**src/hdl/can_mode_map.svh**
```systemverilog
`ifndef CAN_MODE_MAP_SVH
`define CAN_MODE_MAP_SVH
// Summary of operation
// - Triple sampling votes three samples before point.
// - Secondary transmit is complement or controller clock.
// - Source select enables pin; disable returns GPIO.
// - Time-stamp enable routes reception to capture unit.
// - Wake filter enable low-passes wake receive path.
// - Three functional modes: legacy, enhanced, FIFO.
// - Five operation modes chosen by request field.
// - Reported mode follows request only when accepted.
// - Phase two automatic or host-programmed value.
// - Six buffers each transmitter or receiver, enhanced.
// - Bus activity wakes controller from Sleep.
`define OPM_NORMAL      3'h0
`define OPM_SLEEP       3'h1
`define OPM_LOOPBACK    3'h2
`define OPM_LISTEN      3'h3
`define OPM_CONFIG      3'h4
`define FMODE_LEGACY    2'h0
`define FMODE_ENHANCED  2'h1
`define FMODE_FIFO      2'h2
`define PHASE_SEGMENT_TWO_MIN      3'h0
`define PHASE_SEGMENT_TWO_AUTO_VAL 3'h1
`define WAKE_FILT_LEN   4
`define NUM_PROG_BUF    6
`endif

```
**src/hdl/can_mode_pkg.sv**
```systemverilog
package can_mode_pkg;
  typedef enum logic [2:0] {
    ST_CONFIG = 3'h0,
    ST_WAIT   = 3'h1,
    ST_RUN    = 3'h3
  } accept_state_t;
  typedef struct packed {
    logic       triple_sample_select;
    logic       phase2_manual_select;
    logic [2:0] phase_segment_two;
    logic [1:0] func_mode;
    logic       wake_lowpass_enable;
    logic       wake_enable;
    logic       timestamp_enable;
  } cfg_t;
endpackage

```
**src/hdl/can_mode_and_config_control.sv**
```systemverilog
`include "can_mode_map.svh"
module can_mode_and_config_control #(
  parameter int NUM_BUF  = `NUM_PROG_BUF,
  parameter int FILT_LEN = `WAKE_FILT_LEN
) (
  input  wire logic                 mclk,
  input  wire logic                 rst,
  input  wire logic [2:0]           op_mode_req,
  input  wire logic                 cfg_we,
  input  wire can_mode_pkg::cfg_t   cfg_in,
  input  wire logic [NUM_BUF-1:0]   buf_tx_select,
  input  wire logic                 tx_secondary_src_clock,
  input  wire logic                 tx_secondary_src_we,
  input  wire logic                 tx_secondary_disable,
  input  wire logic                 frame_busy,
  input  wire logic                 frame_received,
  input  wire logic                 can_tx_core,
  input  wire logic                 can_rx,
  input  wire logic                 sample_tick,
  input  wire logic                 sample_point,
  input  wire logic                 can_clk_level,
  output logic [2:0]                op_mode_active,
  output can_mode_pkg::cfg_t        cfg_active,
  output logic [NUM_BUF-1:0]        buf_is_tx,
  output logic [2:0]                phase2_eff,
  output logic                      rx_bit,
  output logic                      can_tx_primary,
  output logic                      can_tx_secondary,
  output logic                      can_tx_secondary_oe,
  output logic                      capture_compare_unit,
  output logic                      wake_event
);

  // The filter history needs at least two stages to shift.
  if (NUM_BUF < 1 || NUM_BUF > 16 || FILT_LEN < 2 || FILT_LEN > 16) begin : g_param_check
    $error("Unsupported parameter values.");
  end

  can_mode_pkg::accept_state_t st_r, st_nxt;
  logic [2:0]         mode_r, mode_nxt;
  can_mode_pkg::cfg_t cfg_r, cfg_nxt;
  logic [NUM_BUF-1:0] btx_r, btx_nxt;
  logic               src_r, src_nxt, oe_r, oe_nxt;
  logic [2:0]         smp_r, smp_nxt;
  logic               bit_r, bit_nxt;
  logic [FILT_LEN-1:0] flt_r, flt_nxt;
  logic               rxf_r, rxf_nxt, rxf_d_r;
  logic               tx1_r, tx2_r, cap_r, wake_r;
  logic               tx1_nxt, tx2_nxt, cap_nxt, wake_nxt;
  logic [2:0]         ph2_r, ph2_nxt;
  logic               vote;
  logic               act;

  // Mode acceptance: a change out of Normal is deferred while a frame is on the bus.
  always_comb begin
    st_nxt   = st_r;
    mode_nxt = mode_r;
    if (op_mode_req != mode_r) begin
      if (mode_r == `OPM_NORMAL && frame_busy) begin
        st_nxt = can_mode_pkg::ST_WAIT;
      end else if (op_mode_req <= `OPM_CONFIG) begin
        mode_nxt = op_mode_req;
        st_nxt   = (op_mode_req == `OPM_CONFIG) ? can_mode_pkg::ST_CONFIG
                                                : can_mode_pkg::ST_RUN;
      end
    end else if (mode_r == `OPM_CONFIG) begin
      st_nxt = can_mode_pkg::ST_CONFIG;
    end else begin
      st_nxt = can_mode_pkg::ST_RUN;
    end
    // Bus activity pulls the controller out of Sleep into Normal.
    if (mode_r == `OPM_SLEEP && cfg_r.wake_enable && act) begin
      mode_nxt = `OPM_NORMAL;
    end
  end

  // Configuration writes are honoured only in Configuration mode.
  always_comb begin
    cfg_nxt = cfg_r;
    btx_nxt = btx_r;
    if (cfg_we && mode_r == `OPM_CONFIG) begin
      cfg_nxt = cfg_in;
      if (cfg_in.func_mode == 2'h3) begin
        cfg_nxt.func_mode = `FMODE_LEGACY;
      end
      if (cfg_in.func_mode != `FMODE_LEGACY && cfg_in.func_mode != 2'h3) begin
        btx_nxt = buf_tx_select;
      end
    end
    if (cfg_r.func_mode == `FMODE_LEGACY) begin
      btx_nxt = '0;
    end
    ph2_nxt = cfg_r.phase2_manual_select ? cfg_r.phase_segment_two
                                         : `PHASE_SEGMENT_TWO_AUTO_VAL;
  end

  // Disable wins over a source write, so a pin can be parked in one cycle.
  // Secondary pin source and ownership.
  always_comb begin
    src_nxt = src_r;
    oe_nxt  = oe_r;
    if (tx_secondary_disable) begin
      oe_nxt = 1'b0;
    end else if (tx_secondary_src_we) begin
      src_nxt = tx_secondary_src_clock;
      oe_nxt  = 1'b1;
    end
  end

  // The history shifts only on sample_tick, so it holds between bit slots.
  // Sampling: three samples before the point are voted, else one at it.
  assign vote = (smp_r[0] & smp_r[1]) | (smp_r[1] & smp_r[2]) | (smp_r[0] & smp_r[2]);
  always_comb begin
    smp_nxt = sample_tick ? {smp_r[1:0], can_rx} : smp_r;
    bit_nxt = bit_r;
    if (sample_point) begin
      bit_nxt = cfg_r.triple_sample_select ? vote : can_rx;
    end
  end

  // Wake filter: a dominant level must persist FILT_LEN cycles; the
  // trade is a slower wake for immunity to short glitches.
  always_comb begin
    flt_nxt = {flt_r[FILT_LEN-2:0], ~can_rx};
    rxf_nxt = cfg_r.wake_lowpass_enable ? (&flt_r) : ~can_rx;
  end
  assign act = rxf_r & ~rxf_d_r;

  // Pin and pulse outputs; the primary pin idles recessive outside the sending modes.
  always_comb begin
    tx1_nxt  = (mode_r == `OPM_NORMAL || mode_r == `OPM_LOOPBACK) ? can_tx_core : 1'b1;
    tx2_nxt  = src_r ? can_clk_level : ~tx1_r;
    cap_nxt  = cfg_r.timestamp_enable & frame_received;
    wake_nxt = (mode_r == `OPM_SLEEP) & cfg_r.wake_enable & act;
  end

  // Mode state; reset leaves the host in Configuration.
  always_ff @(posedge mclk or posedge rst) begin
    if (rst) begin
      st_r   <= can_mode_pkg::ST_CONFIG;
      mode_r <= `OPM_CONFIG;
    end else begin
      st_r   <= st_nxt;
      mode_r <= mode_nxt;
    end
  end

  // Configuration, buffer roles and effective phase two.
  always_ff @(posedge mclk or posedge rst) begin
    if (rst) begin
      cfg_r <= '0;
      btx_r <= '0;
      ph2_r <= `PHASE_SEGMENT_TWO_AUTO_VAL;
    end else begin
      cfg_r <= cfg_nxt;
      btx_r <= btx_nxt;
      ph2_r <= ph2_nxt;
    end
  end

  // Secondary pin ownership.
  always_ff @(posedge mclk or posedge rst) begin
    if (rst) begin
      src_r <= 1'b0;
      oe_r  <= 1'b0;
    end else begin
      src_r <= src_nxt;
      oe_r  <= oe_nxt;
    end
  end

  // Bit sampling history; it resets to the recessive level.
  always_ff @(posedge mclk or posedge rst) begin
    if (rst) begin
      smp_r <= 3'h7;
      bit_r <= 1'b1;
    end else begin
      smp_r <= smp_nxt;
      bit_r <= bit_nxt;
    end
  end

  // Wake filter history and edge detector, idle low like a recessive bus.
  always_ff @(posedge mclk or posedge rst) begin
    if (rst) begin
      flt_r   <= '0;
      rxf_r   <= 1'b0;
      rxf_d_r <= 1'b0;
    end else begin
      flt_r   <= flt_nxt;
      rxf_r   <= rxf_nxt;
      rxf_d_r <= rxf_r;
    end
  end

  // Registered pin and pulse outputs. Every output leaves through a flop,
  // so the primary pin trails the accepted mode by one clock and its complement by two.
  always_ff @(posedge mclk or posedge rst) begin
    if (rst) begin
      tx1_r  <= 1'b1;
      tx2_r  <= 1'b0;
      cap_r  <= 1'b0;
      wake_r <= 1'b0;
    end else begin
      tx1_r  <= tx1_nxt;
      tx2_r  <= tx2_nxt;
      cap_r  <= cap_nxt;
      wake_r <= wake_nxt;
    end
  end

  // Port drivers: each is a flop above, with no logic in between.
  assign op_mode_active       = mode_r;
  assign cfg_active           = cfg_r;
  assign buf_is_tx            = btx_r;
  assign phase2_eff           = ph2_r;
  assign rx_bit               = bit_r;
  assign can_tx_primary       = tx1_r;
  assign can_tx_secondary     = tx2_r;
  assign can_tx_secondary_oe  = oe_r;
  assign capture_compare_unit = cap_r;
  assign wake_event           = wake_r;
endmodule // can_mode_and_config_control

```
**config.mk**
```make
export PLATFORM = sky130hd
export DESIGN_NAME = can_mode_and_config_control
export DESIGN_NICKNAME = d
export VERILOG_FILES = /design/src/hdl/can_mode_pkg.sv /design/src/hdl/can_mode_and_config_control.sv
export VERILOG_INCLUDE_DIRS = /design/src /design/src/hdl
export SDC_FILE = /design/constraint.sdc
export NUM_CORES = 1
export LEC_CHECK = 0
export ABC_AREA = 1
export BUFFER_PORTS_ARGS = -buffer_cell sky130_fd_sc_hd__buf_2
export CAP_MARGIN = 40
export CORE_MARGIN = 2
export CORE_UTILIZATION = 43
export DETAILED_ROUTE_END_ITERATION = 12
export HOLD_SLACK_MARGIN = 0.06
export PLACE_DENSITY = 0.77
export SLEW_MARGIN = 10
export SYNTH_ARGS = -nofsm -noshare
export SYNTH_HDL_FRONTEND = slang
export SYNTH_SLANG_ARGS = --single-unit
export TNS_END_PERCENT = 50
```
**constraint.sdc**
```tcl
create_clock -name mclk -period 1.2 [get_ports mclk]
set_clock_uncertainty 0.05 [all_clocks]
set_input_delay 0.24 -clock mclk [delete_from_list [all_inputs] [get_ports mclk]]
set_output_delay 0.24 -clock mclk [all_outputs]
set_load 0.02 [all_outputs]
```
==> impl_metrics.tcl <==
set metrics [dict create \
    status "finished, violations left" \
    violations "setup timing" \
    wl_met1_mm 1.39 \
    rsz0062_at_grt "yes" \
    synth_cell_type_count 21 \
    report.final.slew_viol_count 0 \
    dr.pass1.iters 4 \
    nets 271 \
    die_h_um 65.1 \
    post-route-period-util_pct 116 \
    areaGrowthSynthToFinish_pct 48.9 \
    via_count 1330 \
    clk_pin_slew_ns 0.07 \
    ys_warn_count 0 \
    cts_tree "yes" \
    cts.sinks 38 \
    rows 22 \
    drc 0 \
    drive_gt1_share_pct 51.3 \
    hold_viol_final 0 \
    clk_latency_ns 0.29 \
    final_core_util_pct 65.7 \
    insertedDiodeCount 0 \
    grt_max_degree 39 \
    hold-worst-slack_ns 0.0883 \
    cts_max_level 2 \
    grt_pass1_vias 1268 \
    critPathTopFamily "flip-flops" \
    tightest_slew_ns 0.337 \
    slowest_stage "dfrtp_2" \
    min_period_ns 1.39 \
    ys_seq_elements 38 \
    gp_congestion 0.820 \
    critPathBufInv 1 \
    ant_nets 0 \
    wirelength_mm 3.46 \
    drt_iter0_markers 32 \
    drt-wirelength-per-cell_um 12.1 \
    finalSetupViolations 25 \
    cp_max_fo 7 \
    hp-class "in -> reg" \
    syn-num-nets 189 \
    max_freq_ghz 0.720 \
    p_leak_nw 1.29 \
    numCtsBuffers 5 \
    preCtsSetupSlack_ns -0.157 \
    fin_setup_tns_ns -2.65 \
    clock_path_buffers 2 \
    slew_headroom_pct 77.6 \
    grtUsageTotal_pct 17.0 \
    core_sq_um 3630 \
    clk_root_buffer_cell "clkbuf_8" \
    crit_path_end_kind "flip-flop" \
    synth_area_sq_um 1600 \
    fin_ws_ns -0.189 \
    ys_seq_area_share_pct 59.9 \
    met2WireLength_mm 1.71 \
    die_area_sq_um 4230 \
    critPathMaxStageDelay_ns 0.44 \
    synthCells 155 \
    io_pins 60 \
    syn_avg_cell_area_sq_um 10.3 \
    highest_layer "met4" \
    peakVddDrop_v 0.00106 \
    crit_path_cell_trace "nor2_4 -> nand3_4 -> buf_12 -> mux2_4" \
    fp.dieW_um 65.1 \
    overflow 0 \
    worstPathArrival_ns 1.52 \
    placed_cell_area_sq_um 2060 \
    postLayoutCellArea_sq_um 2390 \
    grt_pass1_wl_mm 5.35 \
    start_util_pct 44.1 \
    vias_per_cell 4.65 \
    maxCapViolCount 0 \
    critPathKind "reg -> reg" \
    antenna_found_initial 0 \
    power.density_nw_per_um2 2040 \
    port_buffers 59 \
    dr_wl_met3_um 288 \
    crit_required_ns 1.33 \
    cp-start-kind "flip-flop" \
    dp.final_hpwl_mm 2.37 \
]
stage by stage:
step / cells / total power [mW]
2_1_floorplan: 155 / 2.96
3_3_place_gp: 270 / 3.57
3_5_place_dp: 270 / 3.62
4_1_cts: 281 / 4.71
5_1_grt: 286 / 5.18
6_report: 286 / 4.88
worst paths after layout:
kind | end | start | slack, ns | depth (start not counted)
max | cfg_active[8]$_DFFE_PP0P_ | op_mode_active[1]$_DFFE_PP0P_ | -0.19 | 4
min | can_tx_primary$_DFF_PP1_ | can_tx_core | 0.09 | 3
max reg2reg | cfg_active[8]$_DFFE_PP0P_ | op_mode_active[1]$_DFFE_PP0P_ | -0.19 | 4
min reg2reg | rxf_d_r$_DFF_PP0_ | rxf_r$_DFF_PP0_ | 0.33 | 0
max in group asynchronous | rx_bit$_DFFE_PP1P_ | rst | 0.35 | 4
min in group asynchronous | phase2_eff[1]$_DFF_PP0_ | rst | 0.50 | 4
worst min-delay path: cells and delay by family:
family | cells | cell delay [ns]
buffers and inverters | 1 | 0.08
and+or+nand+nor | 2 | 0.08
what timing repair did:
action | CTS | global route
endpoints found under the setup margin | 25 | 30
endpoints found under the hold margin | 32 | 0
hold buffers | 2 | 0
buffers inserted | 1 | 5
gates resized for setup | 20 | 25
pin swaps | 3 | 7
layer usage:
layer | track usage, % | vias to the layer above
met3 | 7.47 | 7
met2 | 28.1 | 45
met1 | 19.1 | 624
met4 | 7.55 | 0
li1 | - | 654
met5 | 0 | -
state kept, by name, summed over array words and instances, names as in the netlist:
register / cells
can_tx_primary: 1
rx_bit: 1
phase2_eff: 3
op_mode_active: 3
buf_is_tx: 6
can_tx_secondary_oe: 1
cfg_active: 10
capture_compare_unit: 1
src_r: 1
flt_r: 4
smp_r: 3
can_tx_secondary: 1
wake_event: 1
rxf_r: 1
rxf_d_r: 1
kinds of logic after synthesis:
logic type,Yosys count,synth area share [%]
buffers and inverters,25,6.32
AND/OR/NAND/NOR,64,18.2
AO/OA/AOI/OAI,16,5.78
XOR/XNOR,1,0.547
flip-flops,38,59.9
adder cells (fa/ha/maj),2,1.56
multiplexers,9,7.73
layout make-up:
class,instances,area (sq um)
fill,300,1250
sequential,38,962
multi-input combinational,92,614
timing repair buffer,77,569
inverter,23,88.8
clock buffer,7,86.3
tap,48,60.1
clock inverter,1,5.00
synth_stat cells, drive strengths merged:
master  count  area share (%)
nand2      32             7.5
dfrtp      31              48
inv        23             5.4
nand3      17             6.1
nor2       14             4.2
mux2        9             7.7
dfstp       7              11
a21oi       6             2.1
o21ai       6             1.9
ha          2             1.6
o21a        2            0.94
buf         1            0.70
clkbuf      1            0.23
o211ai      1            0.47
o22ai       1            0.39
or2         1            0.39
xnor2       1            0.55
cell usage in the layout, fill, tap and decap left out, drive strengths merged:
cell type	n
buf	75
nand2	32
dfrtp	31
inv	23
nand3	17
nor2	14
mux2	9
dfstp	7
clkbuf	7
a21oi	6
o21ai	6
o21a	2
ha	2
dlygate4sd3	2
or2	1
o211ai	1
o22ai	1
xnor2	1
clkinv	1
report_power, final:
| part | internal, mW | switching [mW] |
|---|---|---|
| combinational | 1.02 | 1.05 |
| clock | 0.463 | 0.411 |
| sequential | 1.66 | 0.274 |
| total | 3.14 | 1.74 |
No activity file was read; power rests on OpenSTA's default activity.
